$ cat config.mk
export PLATFORM = sky130hd
export DESIGN_NAME = agic_regs
export DESIGN_NICKNAME = d
export VERILOG_FILES = /design/src/common/agic_pkg.sv /design/src/verilog/agic_regs.sv
export VERILOG_INCLUDE_DIRS = /design/src /design/src/common
export SDC_FILE = /design/constraint.sdc
export NUM_CORES = 1
export LEC_CHECK = 0
export BUFFER_PORTS_ARGS = -buffer_cell sky130_fd_sc_hd__buf_2
export CAP_MARGIN = 20
export CORE_MARGIN = 2
export CORE_UTILIZATION = 50
export CTS_CLUSTER_SIZE = 16
export DETAILED_ROUTE_END_ITERATION = 8
export PLACE_DENSITY_LB_ADDON = 0.1
export SETUP_SLACK_MARGIN = 0.05
export SKIP_CTS_REPAIR_TIMING = 1
export SLEW_MARGIN = 20
export SYNTH_ARGS = -nofsm -noshare
export SYNTH_HDL_FRONTEND = slang
export SYNTH_SLANG_ARGS = --single-unit
export TNS_END_PERCENT = 30
$ cat constraint.sdc
create_clock -name clk_i -period 3.1 [get_ports clk_i]
set_clock_uncertainty 0.05 [all_clocks]
set_input_delay 0.465 -clock clk_i [delete_from_list [all_inputs] [get_ports clk_i]]
set_output_delay 0.465 -clock clk_i [all_outputs]
set_load 0.05 [all_outputs]
$ cat src/common/agic_cfg.svh
// register map, field positions, reset values for gain/interleave config
`ifndef AGIC_CFG_SVH
`define AGIC_CFG_SVH
`define AGIC_IDX_FSADJ      4'hB
`define AGIC_IDX_ILCTL      4'hD
`define AGIC_IDX_COARSE     4'hE
`define AGIC_IDX_FINE       4'hF
`define AGIC_IDX_STATUS     4'h0
`define AGIC_FS_MSB         15
`define AGIC_FS_LSB         7
`define AGIC_DUAL_EDGE_BIT  15
`define AGIC_AUTO_PHASE_BIT 14
`define AGIC_FSADJ_RST      16'h807F
`define AGIC_ILCTL_RST      16'h3FFF
`define AGIC_COARSE_RST     16'h07FF
`define AGIC_FINE_RST       16'h007F
`define AGIC_FS_MID         9'h100
`endif

$ cat src/common/agic_pkg.sv
// types for gain/interleave config
package agic_pkg;
   typedef enum logic {
      AGIC_DUAL,
      AGIC_INTERLEAVED
   } agic_mode_t;
endpackage : agic_pkg

$ cat src/verilog/agic_regs.sv
// wishbone register bank for full-scale adjust and interleave control
//
// The implementer's own choice: the Wishbone slave port.
`timescale 1ns/1ns
`include "agic_cfg.svh"
module agic_regs
   import agic_pkg::*;
(
   input  wire logic        clk_i,
   input  wire logic        rst_i,
   input  wire logic        wb_cyc_i,
   input  wire logic        wb_stb_i,
   input  wire logic        wb_we_i,
   input  wire logic [5:0]  wb_adr_i,
   input  wire logic [3:0]  wb_sel_i,
   input  wire logic [31:0] wb_dat_i,
   output logic      [31:0] wb_dat_o,
   output logic             wb_ack_o,
   output logic      [8:0]  q_full_scale_code_o,
   output logic             dual_edge_enable_o,
   output logic             auto_phase_control_o,
   output logic             manual_delay_en_o,
   output logic      [15:0] coarse_delay_o,
   output logic      [15:0] fine_delay_o
);
   ////////////////////////////////////////////////////////////////////////
   logic [15:0] fsadj_q, fsadj_d;
   logic [15:0] ilctl_q, ilctl_d;
   logic [15:0] coarse_q, coarse_d;
   logic [15:0] fine_q, fine_d;
   logic [31:0] dat_q, dat_d;
   logic        ack_q, ack_d;
   agic_mode_t  mode;

   function automatic logic [15:0] merge16(input logic [15:0] old,
                                           input logic [31:0] dat,
                                           input logic [3:0]  sel);
      merge16 = {sel[1] ? dat[15:8] : old[15:8], sel[0] ? dat[7:0] : old[7:0]};
   endfunction : merge16

   // word index = byte address / 4
   logic [3:0] idx;
   logic       req;
   assign idx = wb_adr_i[5:2];
   assign req = wb_cyc_i & wb_stb_i & ~ack_q;

   ////////////////////////////////////////////////////////////////////////
   always_comb begin
      fsadj_d  = fsadj_q;
      ilctl_d  = ilctl_q;
      coarse_d = coarse_q;
      fine_d   = fine_q;
      ack_d    = req;
      dat_d    = 32'h00000000;
      if (req && wb_we_i) begin
         // low filler bits stored as written; software keeps them ones
         case (idx)
            `AGIC_IDX_FSADJ:  fsadj_d  = merge16(fsadj_q, wb_dat_i, wb_sel_i);
            `AGIC_IDX_ILCTL:  ilctl_d  = merge16(ilctl_q, wb_dat_i, wb_sel_i);
            `AGIC_IDX_COARSE: coarse_d = merge16(coarse_q, wb_dat_i, wb_sel_i);
            `AGIC_IDX_FINE:   fine_d   = merge16(fine_q, wb_dat_i, wb_sel_i);
            default:          ;
         endcase
      end
      // write-only registers read zero; only status shows state
      if (req && !wb_we_i && idx == `AGIC_IDX_STATUS) begin
         dat_d = {30'h0, ilctl_q[`AGIC_AUTO_PHASE_BIT], ilctl_q[`AGIC_DUAL_EDGE_BIT]};
      end
   end

   always_ff @(posedge clk_i) begin
      if (rst_i) begin
         fsadj_q  <= `AGIC_FSADJ_RST;
         ilctl_q  <= `AGIC_ILCTL_RST;
         coarse_q <= `AGIC_COARSE_RST;
         fine_q   <= `AGIC_FINE_RST;
         ack_q    <= 1'b0;
         dat_q    <= 32'h00000000;
      end else begin
         fsadj_q  <= fsadj_d;
         ilctl_q  <= ilctl_d;
         coarse_q <= coarse_d;
         fine_q   <= fine_d;
         ack_q    <= ack_d;
         dat_q    <= dat_d;
      end
   end

   ////////////////////////////////////////////////////////////////////////
   // registered outputs; analog side decodes the code monotonically
   logic [8:0]  fs_q, fs_d;
   logic        dual_edge_q, dual_edge_d;
   logic        auto_phase_q, auto_phase_d;
   logic        man_q, man_d;
   logic [15:0] co_q, co_d;
   logic [15:0] fi_q, fi_d;

   assign mode = ilctl_q[`AGIC_DUAL_EDGE_BIT] ? AGIC_INTERLEAVED : AGIC_DUAL;

   always_comb begin
      fs_d         = fsadj_q[`AGIC_FS_MSB:`AGIC_FS_LSB];
      dual_edge_d  = (mode == AGIC_INTERLEAVED);
      auto_phase_d = ilctl_q[`AGIC_AUTO_PHASE_BIT];
      man_d        = ~ilctl_q[`AGIC_AUTO_PHASE_BIT];
      // manual delays held at zero-adjust values in auto mode, so a
      // stale manual setting never fights the phase detector
      co_d         = ilctl_q[`AGIC_AUTO_PHASE_BIT] ? `AGIC_COARSE_RST : coarse_q;
      fi_d         = ilctl_q[`AGIC_AUTO_PHASE_BIT] ? `AGIC_FINE_RST : fine_q;
   end

   // one extra cycle of latency buys flop-driven outputs
   always_ff @(posedge clk_i) begin
      if (rst_i) begin
         fs_q         <= `AGIC_FS_MID;
         dual_edge_q  <= 1'b0;
         auto_phase_q <= 1'b0;
         man_q        <= 1'b1;
         co_q         <= `AGIC_COARSE_RST;
         fi_q         <= `AGIC_FINE_RST;
      end else begin
         fs_q         <= fs_d;
         dual_edge_q  <= dual_edge_d;
         auto_phase_q <= auto_phase_d;
         man_q        <= man_d;
         co_q         <= co_d;
         fi_q         <= fi_d;
      end
   end

   assign q_full_scale_code_o  = fs_q;
   assign dual_edge_enable_o   = dual_edge_q;
   assign auto_phase_control_o = auto_phase_q;
   assign manual_delay_en_o    = man_q;
   assign coarse_delay_o       = co_q;
   assign fine_delay_o         = fi_q;
   assign wb_ack_o             = ack_q;
   assign wb_dat_o             = dat_q;
endmodule : agic_regs

## Yosys cells after proc, flatten, opt, wreduce, memory -nomap -nowiden

Cells that the tools add are included.

- Reductions and logical operators: 14
- Add/sub/neg operators: 0
- Equality and inequality tests: 4
- Bitwise logic cells: 5
- Div/mod/pow operators: 0
- Shifts and indexed selects: 0
- Multiply operators: 0
- Magnitude comparators: 0
- Muxes and demuxes: 1

Operators by type and width:

| kind | count |
|---|---|
| $reduce_and 3->1 | 7 |
| $eq 4x4->1 const B | 4 |
| $logic_not 4->1 | 1 |
| $reduce_or 2->1 | 2 |
| $logic_and 1x1->1 | 3 |
| $not 1->1 | 3 |
| $and 1x1->1 | 2 |
| $logic_not 1->1 | 1 |
| $mux 1 | 1 |

- Word-level logic and storage cells: 40
- Bits of input ports: 47
- Memories kept: 0
- Output and inout port bits: 77
- Flip-flop bits (word level): 133
- Bits in latches: 0
- Memory bits (read-only): 0
- RAM bits: 0

## Longest topological paths before layout

Gate-level depths: netlist (run 1).

- Word-level depth: 6
- Gate-level depth with buffers: 5

## Worst setup path after synthesis (run 1)

No wires, ideal clock.

- Kind: register to register
- From: register ack_q (netlist: wb_ack_o)
- To: register fine_q[10]
- Path slack: 1.488 ns
- Arrival: 1.440 ns
- Buffers on the path: 2
- Required time: 2.928 ns
- Period minus slack after synthesis: 1.612 ns
- Cell stages (with the launch flop): 6
- Cells stage by stage: dfxtp_1 -> and4b_1 -> buf_2 -> and3_1 -> buf_2 -> mux2i_1

- Word-level cells in the longest chain between the ends: 4

RTL lines:

| element | line | text |
|---|---|---|
| start, declared | agic_regs.sv:32 | `logic ack_q, ack_d;` |
| start signal, assigned | agic_regs.sv:84 | `ack_q <= ack_d;` |
| $not 1->1 | agic_regs.sv:45 | `assign req = wb_cyc_i & wb_stb_i & ~ack_q;` |
| $and 1x1->1 | agic_regs.sv:45 |  |
| $logic_and 1x1->1 | agic_regs.sv:55 | `if (req && wb_we_i) begin` |
| $reduce_and 3->1 (no source line) | n/a |  |
| end signal, assigned | agic_regs.sv:76 | `` fine_q <= `AGIC_FINE_RST; `` |
| end signal, assigned | agic_regs.sv:83 | `fine_q <= fine_d;` |
| end, declared | agic_regs.sv:30 | `logic [15:0] fine_q, fine_d;` |

No other way between the ends.
A chain may end at the register's enable or synchronous reset.

## Worst setup path after layout (run 1)

- From: register ack_q (netlist: wb_ack_o)
- To: register fsadj_q[15]

- Word-level cells in the longest chain between the ends: 4

RTL lines:

| element | line | text |
|---|---|---|
| $not 1->1 | agic_regs.sv:45 |  |
| $and 1x1->1 | agic_regs.sv:45 |  |
| $logic_and 1x1->1 | agic_regs.sv:55 |  |
| $reduce_and 3->1 (no source line) | n/a |  |
| end signal, assigned | agic_regs.sv:73 | `` fsadj_q <= `AGIC_FSADJ_RST; `` |
| end signal, assigned | agic_regs.sv:80 | `fsadj_q <= fsadj_d;` |
| end, declared | agic_regs.sv:27 | `logic [15:0] fsadj_q, fsadj_d;` |

No other way between the ends.

==> results of run 1 <==
worst max path at each step:
stage	start	to	slack, ns
6_report	wb_ack_o$_SDFF_PP0_	fsadj_q[15]$_SDFFE_PP1P_	1.23
5_1_grt	wb_ack_o$_SDFF_PP0_	fsadj_q[14]$_SDFFE_PP0P_	1.11
4_1_cts	wb_ack_o$_SDFF_PP0_	fsadj_q[15]$_SDFFE_PP1P_	1.28
3_5_place_dp	wb_stb_i	fsadj_q[15]$_SDFFE_PP1P_	1.12
3_3_place_gp	wb_stb_i	fsadj_q[15]$_SDFFE_PP1P_	1.15
2_1_floorplan	wb_ack_o$_SDFF_PP0_	fine_q[10]$_SDFFE_PP0P_	1.49
per-layer routing:
metal,up-vias,GRT usage,share of wire
li1,1096,-,-
met1,989,0.222,0.47
met2,76,0.238,0.45
met3,5,0.0360,0.067
met4,0,0.0736,0.0094
met5,-,0,0
cell type report:
class / count / share of cell area
Clock inverter: 4 / 0.0141
Tap cell: 77 / 0.0258
Multi-Input combinational cell: 197 / 0.336
Timing Repair Buffer: 74 / 0.0997
Sequential cell: 90 / 0.482
Clock buffer: 11 / 0.0378
Inverter: 5 / 0.00502
power breakdown:
group | switching [mW] | internal, mW | total, mW
clock network | 0.385 | 0.390 | 0.776
logic | 0.127 | 0.0278 | 0.155
registers | 0.00109 | 1.16 | 1.16
total | 0.514 | 1.58 | 2.09
registers in the layout, indices dropped and copies added (netlist names):
name                  flops
fsadj_q                   9
coarse_delay_o           16
ilctl_q                   2
manual_delay_en_o         1
q_full_scale_code_o       9
fine_q                   16
coarse_q                 16
dual_edge_enable_o        1
auto_phase_control_o      1
wb_ack_o                  1
fine_delay_o             16
wb_dat_o                  2
worst min-delay path, stage by stage:
cell     delay [ns]
buf_2          0.07
nor2_1         0.04
mux2i_1        0.10
layout by cell type (no fill, tap or decap), types with 4 or more instances in the layout:
cell      count
clkbuf_8     10
nor2_1       33
buf_2        73
o21ai_1       5
or3_1        19
nand2b_1     25
mux2i_1      35
dfxtp_1      90
conb_1       30
inv_1         4
o31ai_1       8
and2_1       16
nor2b_1       8
cells by family after synthesis:
family / Yosys count
AO/OA/AOI/OAI: 16
buffers and inverters: 51
flip-flops: 90
multiplexers: 35
AND/OR/NAND/NOR: 116
other: 1
metrics by stage:
step           utilization  power [mW]
2_1_floorplan            -        1.34
3_3_place_gp         0.558        1.34
3_5_place_dp         0.558        1.34
4_1_cts              0.589        2.11
5_1_grt              0.589        2.17
6_report             0.589        2.09
==> reports/summary.txt, run 1 <==
Cells after synthesis: 309
CTS HTree Levels: 3
RSZ-0062 raised after global routing: no
Fmax: 535 MHz
P&R area growth vs syn: 14.3%
Clock sink total: 90
Row count: 29
Total die area: 7210 sq um
Via count: 2166
CP cell instances: nand4b_1 -> or3_1 -> mux2i_1
Clock buffer depth: 2
Seq/Total Area, Yosys: 0.551
Max IR drop VDD: 311 uV
Area leader, netlist: dfxtp_1
Post-Synth XOR/XNOR Area: 0
Leakage power: 1.75 nW
Vias per std cell: 4.73
Worst slew pin tran: 0.662 ns
Placed cell count: 443
Critical path data required time: 3.27 ns
CTS tree: built
Routed Wire Length: 5740 um
Area share of fa/ha/maj cells after synthesis: 0
Critical Path End Type: register
Status: finished clean
Detailed placement HPWL: 4030 um
WL per Instance: 12.5 um
Critical Path Max Stage Delay: 0.68 ns
Port Buffers: 73
Core Region: 6350 sq um
Total track usage: 0.160
Mapped Avg Cell Area: 10.6 sq um
Max cap viols: 0
Placer congestion estimate: 0.748
First-pass GRT wire length: 8980 um
Startpoint types: register
Kind of critical path: register to register
Final Non-Filler Cells: 458
Total global routing overflow: 0
Worst Hold Launch: wb_dat_i[3]
Fin Setup TNS: 0 ns
Worst hold path class: primary input to register
Hold EP: coarse_q[3]$_SDFFE_PP1P_
Tcrit/Tclk final: 0.603
Post-Place Cell Area: 3550 sq um
Reg area: 1800 sq um
Most area-consuming cells after synthesis: dfxtp_1, mux2i_1, buf_4
Mux share of post-synthesis cell area: 0.107
Synth top area share: 0.551
Delay-heaviest family, CP: simple AND/OR/NAND/NOR gates
Final Hold Slack: 0.329 ns
Design area: 3740 sq um
DRC errors left: 0
Most used DFF post-synth: dfxtp_1
Post-place setup slack: 1.12 ns
Die Y: 84.9 um
DRT antenna net count: 0
Synth cell types: 30
Inserted Clock Buffers: 9
Vias in the first global route: 1866
Number of synthesized register bits: 90
Root buf cell: clkbuf_8
FF-to-FF End: fsadj_q[15]$_SDFFE_PP1P_
Compound-cell area share of the yosys netlist: 0.0317
Post-synth top cells: dfxtp_1, mux2i_1, nor2_1, buf_4, nand2b_1
Min cycle time layout: 1.87 ns
I/O pins: 124
1st-iter DRT viols: 91
Rel. slew slack: 0.558
Pwr Density: 559 nW/um^2
Reg-to-reg slack, setup: 1.23 ns
Antenna cells: 0
Setup WS post-layout: 1.23 ns
# setup viols final: 0
Largest net degree at the start of global routing: 47
Most common cell in the netlist: dfxtp_1
Hold Crit Depth: 3
Die W: 84.9 um
Largest family of logic cells by synthesized area: simple AND/OR/NAND/NOR gates
Depth of the most critical reg-to-reg path: 3
CTS clock-pin slew for the worst setup and hold paths: 0.08 ns
Fin. max-slew vios: 0
Total stage count of the critical path: 3
Starting density of the core: 0.515
TritonRoute pass-1 iters: 4
# fillers: 562
Synth Area in Simple Gates: 0.211
Crit path max fanout: 11
Worst reg2reg startpoint: wb_ack_o$_SDFF_PP0_
Share of layout cells above drive strength 1: 0.249
CP Buf/Inv Count: 0
Nets@finish: 424
EDFF count, synth: 0
Initial antenna violation count: 0
Yosys Warn Count: 0
Async set-reset flop share out of synthesis: 0
Clock latency on the worst-skew pair: 0.34 ns
Multi-input gate area: 1260 sq um
Final Hold Fails: 0
Synth Cell Area: 3270 sq um
WP data arrival: 2.04 ns
Slowest-stage cell, CP: or3_1
Note: power is estimated with default switching activity, not from simulation.
==> run 2, diff against run 1 <==
CORE_UTILIZATION = 48   (was 50)
clock period = 1.89 ns   (was 3.1 ns; I/O delays follow)
==> reports/summary.txt, run 2 (synthesis results as in run 1) <==
CTS clock-pin slew for the worst setup and hold paths: 0.08 ns (about the same)
Kind of critical path: register to register
Routed Wire Length: 5850 um (+2.0%)
Vias per std cell: 4.68 (-1.0%)
CP endpoint: fine_q[8]$_SDFFE_PP0P_
Share of layout cells above drive strength 1: 0.262 (+0.0123)
Max IR drop VDD: 402 uV (+29%)
I/O pins: 124 (unchanged)
Vias in the first global route: 1916 (+2.7%)
Detailed placement HPWL: 4050 um (+0.60%)
Fin. max-slew vios: 0 (unchanged)
Startpoint types: register
Antenna cells: 0 (unchanged)
CTS tree: built
DRC errors left: 0 (unchanged)
Most frequent cells in the layout: dfxtp_1, buf_2, mux2i_1
First-pass GRT wire length: 9200 um (+2.5%)
Fin Setup TNS: 0 ns (unchanged)
Worst slew pin tran: 0.709 ns (+0.0467 ns)
Max cap viols: 0 (unchanged)
Post-Place Cell Area: 3580 sq um (+0.95%)
Critical path data required time: 2.11 ns (-1.16 ns)
Status: finished clean
Worst hold path class: primary input to register
Final Hold Fails: 0 (unchanged)
Setup crit start: wb_ack_o$_SDFF_PP0_
Worst reg2reg startpoint: wb_ack_o$_SDFF_PP0_
RSZ-0062 raised after global routing: no
Total die area: 7490 sq um (+4.0%)
# setup viols final: 0 (unchanged)
Leakage power: 1.81 nW (+3.3%)
1st-iter DRT viols: 59 (-35%)
Clock buffer depth: 2 (unchanged)
Pwr Density: 963 nW/um^2 (+72%)
Total global routing overflow: 0 (unchanged)
Via count: 2181 (+0.69%)
Port Buffers: 73 (unchanged)
Core Region: 6680 sq um (+5.2%)
Rel. slew slack: 0.525 (-0.0329)
P&R area growth vs syn: 17.0%
Power Total: 3.69 mW (+76%)
Clock latency on the worst-skew pair: 0.35 ns (about the same)
Clock sink total: 90 (unchanged)
Nets@finish: 428 (+0.94%)
Reg-to-reg slack, setup: 0.36 ns (-0.87 ns)
Critical Path End Type: register
Largest net degree at the start of global routing: 43 (-8.5%)
Die Y: 86.6 um (+2.0%)
Initial antenna violation count: 0 (unchanged)
WP data arrival: 1.75 ns (-0.29 ns)
Commonest non-fill, non-tap cell in the layout: dfxtp_1
Fmax: 655 MHz (+22%)
Inserted Clock Buffers: 9 (unchanged)
Tcrit/Tclk final: 0.808 (+0.205)
Root buf cell: clkbuf_8
Placer congestion estimate: 0.714 (-4.6%)
TritonRoute pass-1 iters: 4 (unchanged)
Starting density of the core: 0.490 (-0.0256)
Design area: 3830 sq um (+2.3%)
FF-to-FF End: fine_q[8]$_SDFFE_PP0P_
DRT antenna net count: 0 (unchanged)
WL per Instance: 12.6 um (+0.22%)
Die W: 86.6 um (+2.0%)
Min cycle time layout: 1.53 ns (-0.343 ns)
CTS HTree Levels: 3 (unchanged)
Depth of the most critical reg-to-reg path: 3 (unchanged)
Row count: 30 (+3.4%)
Total track usage: 0.162 (+0.00188)
Crit path max fanout: 6 (-5)
run 2: cell types whose count changed in the layout (fill, tap and decap cells not counted), sizes merged:
cell / before / now
clkbuf: 11 / 13
clkinvlp: 3 / 0
buf: 74 / 78
bufinv: 1 / 2
clkinv: 0 / 1
run 2: through the flow:
step	hold WS (ns)	worst slack, ns	util	instances
6_report	0.144	0.363	0.573	466
5_1_grt	0.143	0.285	0.573	466
4_1_cts	0.127	0.351	0.573	466
3_5_place_dp	0.374	0.333	0.536	450
3_3_place_gp	0.356	0.382	0.536	450
2_1_floorplan	0.343	0.278	-	338
run 2: how the worst min path moves through the flow:
stage,from,to,slack [ns],cells past startpoint
finish,wb_dat_i[5],fine_q[5]$_SDFFE_PP1P_,0.14,3
global route,wb_dat_i[5],fine_q[5]$_SDFFE_PP1P_,0.14,3
detailed placement,fsadj_q[15]$_SDFFE_PP1P_,q_full_scale_code_o[8]$_SDFF_PP1_,0.37,2
floorplan,fsadj_q[15]$_SDFFE_PP1P_,q_full_scale_code_o[8]$_SDFF_PP1_,0.34,2
CTS,wb_dat_i[5],fine_q[5]$_SDFFE_PP1P_,0.13,3
global placement,fsadj_q[15]$_SDFFE_PP1P_,q_full_scale_code_o[8]$_SDFF_PP1_,0.36,2
run 2: layout make-up:
cell class	instances	area [sq um]
well taps	80	100
multi-input cells	197	1260
repair buffers	78	403
inverters	5	18.8
clock buffers	13	179
fillers	628	2850
clock inverters	3	68.8
flip-flops and latches	90	1800
run 2: layer usage:
| metal | track usage | part of all wire | vias up |
|---|---|---|---|
| li1 | - | - | 1106 |
| met1 | 0.225 | 0.49 | 988 |
| met3 | 0.0524 | 0.066 | 8 |
| met5 | 0 | 0 | - |
| met2 | 0.227 | 0.44 | 79 |
| met4 | 0.0753 | 0.012 | 0 |
run 2: power by group:
| part | switching, mW | leakage, nW | internal [mW] | total [mW] |
|---|---|---|---|---|
| Sequential | 0.00157 | 0.727 | 1.90 | 1.90 |
| Combinational | 0.212 | 0.957 | 0.0493 | 0.261 |
| Clock | 0.633 | 0.126 | 0.892 | 1.53 |
| Total | 0.847 | 1.81 | 2.84 | 3.69 |
run 2: critical path, cell delays in order (launching register included):
cell,delay (ns)
dfxtp_1,0.33
and4b_1,0.38
and3_1,0.44
mux2i_1,0.25
==> run 3, diff against run 2 <==
CORE_UTILIZATION = 44   (was 48)
clock period = 1.3 ns   (was 1.89 ns; I/O delays follow)
==> reports/summary.txt, run 3 (synthesis results as in run 1) <==
First-pass GRT wire length: 9840 um (+7.0%)
Detailed placement HPWL: 4330 um (+6.8%)
Most frequent cells in the layout: dfxtp_1, buf_2, mux2i_1
FF-to-FF End: coarse_q[6]$_SDFFE_PP1P_
Fin. max-slew vios: 0 (unchanged)
Worst hold path class: primary input to register
DRT antenna net count: 0 (unchanged)
Setup crit start: wb_ack_o$_SDFF_PP0_
DRC errors left: 0 (unchanged)
Final Hold Fails: 0 (unchanged)
Hold Crit Depth: 3 (unchanged)
TritonRoute pass-1 iters: 4 (unchanged)
Tcrit/Tclk final: 1.01 (+0.207)
Antenna cells: 0 (unchanged)
Total global routing overflow: 0 (unchanged)
CTS HTree Levels: 3 (unchanged)
Inserted Clock Buffers: 9 (unchanged)
Leakage power: 1.88 nW (+3.6%)
Max cap viols: 0 (unchanged)
Largest net degree at the start of global routing: 54 (+26%)
Clock sink total: 90 (unchanged)
Setup WS post-layout: -0.0193 ns (-0.382 ns)
Die W: 90.2 um (+4.2%)
CTS clock-pin slew for the worst setup and hold paths: 0.09 ns (about the same)
Critical path data required time: 1.49 ns (-0.62 ns)
Final Non-Filler Cells: 498 (+6.9%)
Util after Layout: 0.558 (-0.0153)
Row count: 31 (+3.3%)
Violated checks: setup timing
WL per Instance: 12.2 um (-2.7%)
Root buf cell: clkbuf_8
Min cycle time layout: 1.32 ns (-0.208 ns)
Slowest-stage cell, CP: and4b_2
Crit path max fanout: 8 (+2)
Worst slew pin tran: 0.500 ns (-0.210 ns)
Depth of the most critical reg-to-reg path: 4 (+1)
Critical Path End Type: register
Worst Hold Launch: wb_dat_i[3]
Clock latency on the worst-skew pair: 0.35 ns (about the same)
Pwr Density: 1310 nW/um^2 (+36%)
Starting density of the core: 0.454 (-0.0362)
1st-iter DRT viols: 69 (+17%)
Startpoint types: register
Worst reg2reg startpoint: wb_ack_o$_SDFF_PP0_
Fmax: 758 MHz (+16%)
# setup viols final: 12 (+12)
I/O pins: 124 (unchanged)
Reg-to-reg slack, setup: -0.02 ns (-0.38 ns)
Total track usage: 0.155 (-0.00676)
Nets@finish: 441 (+3.0%)
Die Y: 90.2 um (+4.2%)
Placed cell count: 482 (+7.1%)
Vias per std cell: 4.46 (-4.7%)
Routed Wire Length: 6080 um (+4.0%)
Share of layout cells above drive strength 1: 0.303 (+0.0416)
Total die area: 8140 sq um (+8.7%)
Vias in the first global route: 2034 (+6.2%)
Clock buffer depth: 2 (unchanged)
Kind of critical path: register to register
CP cell instances: and4b_2 -> buf_6 -> nand3_4 -> mux2i_1
Critical Path Max Stage Delay: 0.36 ns (-0.08 ns)
WP data arrival: 1.51 ns (-0.24 ns)
Rel. slew slack: 0.667 (+0.141)
RSZ-0062 raised after global routing: yes
Commonest non-fill, non-tap cell in the layout: dfxtp_1
P&R area growth vs syn: 22.9%
Port Buffers: 73 (unchanged)
Initial antenna violation count: 0 (unchanged)
Core Region: 7210 sq um (+8.0%)
Max IR drop VDD: 681 uV (+69%)
Via count: 2221 (+1.8%)
Status: finished with violations
Hold EP: coarse_q[3]$_SDFFE_PP1P_
Placer congestion estimate: 0.775 (+8.5%)
CTS tree: built
## run 3: changes by cell type in the layout (fill, tap and decap cells not counted), moves of 2 or more
cell,previous run,this run
buf_4,5,12
buf_6,0,4
clkbuf_8,13,9
buf_12,0,3
clkinvlp_4,0,3
inv_6,0,2
## run 3: worst max-delay path by stage
stage | end | slack, ns | cells past startpoint
2_1_floorplan | fsadj_q[15]$_SDFFE_PP1P_ | -0.04 | 4
3_3_place_gp | fsadj_q[15]$_SDFFE_PP1P_ | -0.09 | 3
3_5_place_dp | fsadj_q[15]$_SDFFE_PP1P_ | -0.1 | 3
4_1_cts | fsadj_q[13]$_SDFFE_PP0P_ | -0.13 | 3
5_1_grt | fsadj_q[14]$_SDFFE_PP0P_ | -0.09 | 4
6_report | coarse_q[6]$_SDFFE_PP1P_ | -0.02 | 4
## run 3: metal layers
layer / wire (um) / global-route usage / vias to the layer above
met5: 0 / 0 / -
met4: 105 / 0.0731 / 0
met3: 371 / 0.0335 / 10
met2: 2780 / 0.237 / 80
met1: 2830 / 0.209 / 998
li1: - / - / 1133
## run 3: layout make-up
| cell class | instances | area, sq um |
|---|---|---|
| Fill cell | 677 | 3190 |
| Inverter | 5 | 18.8 |
| Clock buffer | 9 | 124 |
| Clock inverter | 7 | 100 |
| Tap cell | 99 | 124 |
| Timing Repair Buffer | 91 | 556 |
| Multi-Input combinational cell | 197 | 1290 |
| Sequential cell | 90 | 1810 |
## run 3: per-stage QoR
step           setup WS (ns)  hold WS (ns)  TNS [ns]  total power, mW  instance area, sq um
5_1_grt              -0.0943        0.0514     -1.08             5.50                  4020
3_5_place_dp         -0.0960         0.375     -1.73             3.24                  3770
6_report             -0.0193        0.0510    -0.130             5.28                  4020
3_3_place_gp         -0.0934         0.368     -1.83             3.24                  3770
4_1_cts               -0.129        0.0394     -1.69             5.33                  3990
2_1_floorplan        -0.0389         0.299    -0.462             3.20                  3420
## run 3: report_power, final
group | internal, mW | switching (mW)
registers | 2.76 | 0.00211
clock network | 1.10 | 1.01
logic | 0.101 | 0.318
total | 3.95 | 1.33
## run 3: critical path, delay by kind of cell, from the launching register on
| family | cells | cell delay (ns) |
|---|---|---|
| simple gates | 2 | 0.53 |
| flops | 1 | 0.35 |
| mux | 1 | 0.17 |
| buf+inv | 1 | 0.12 |
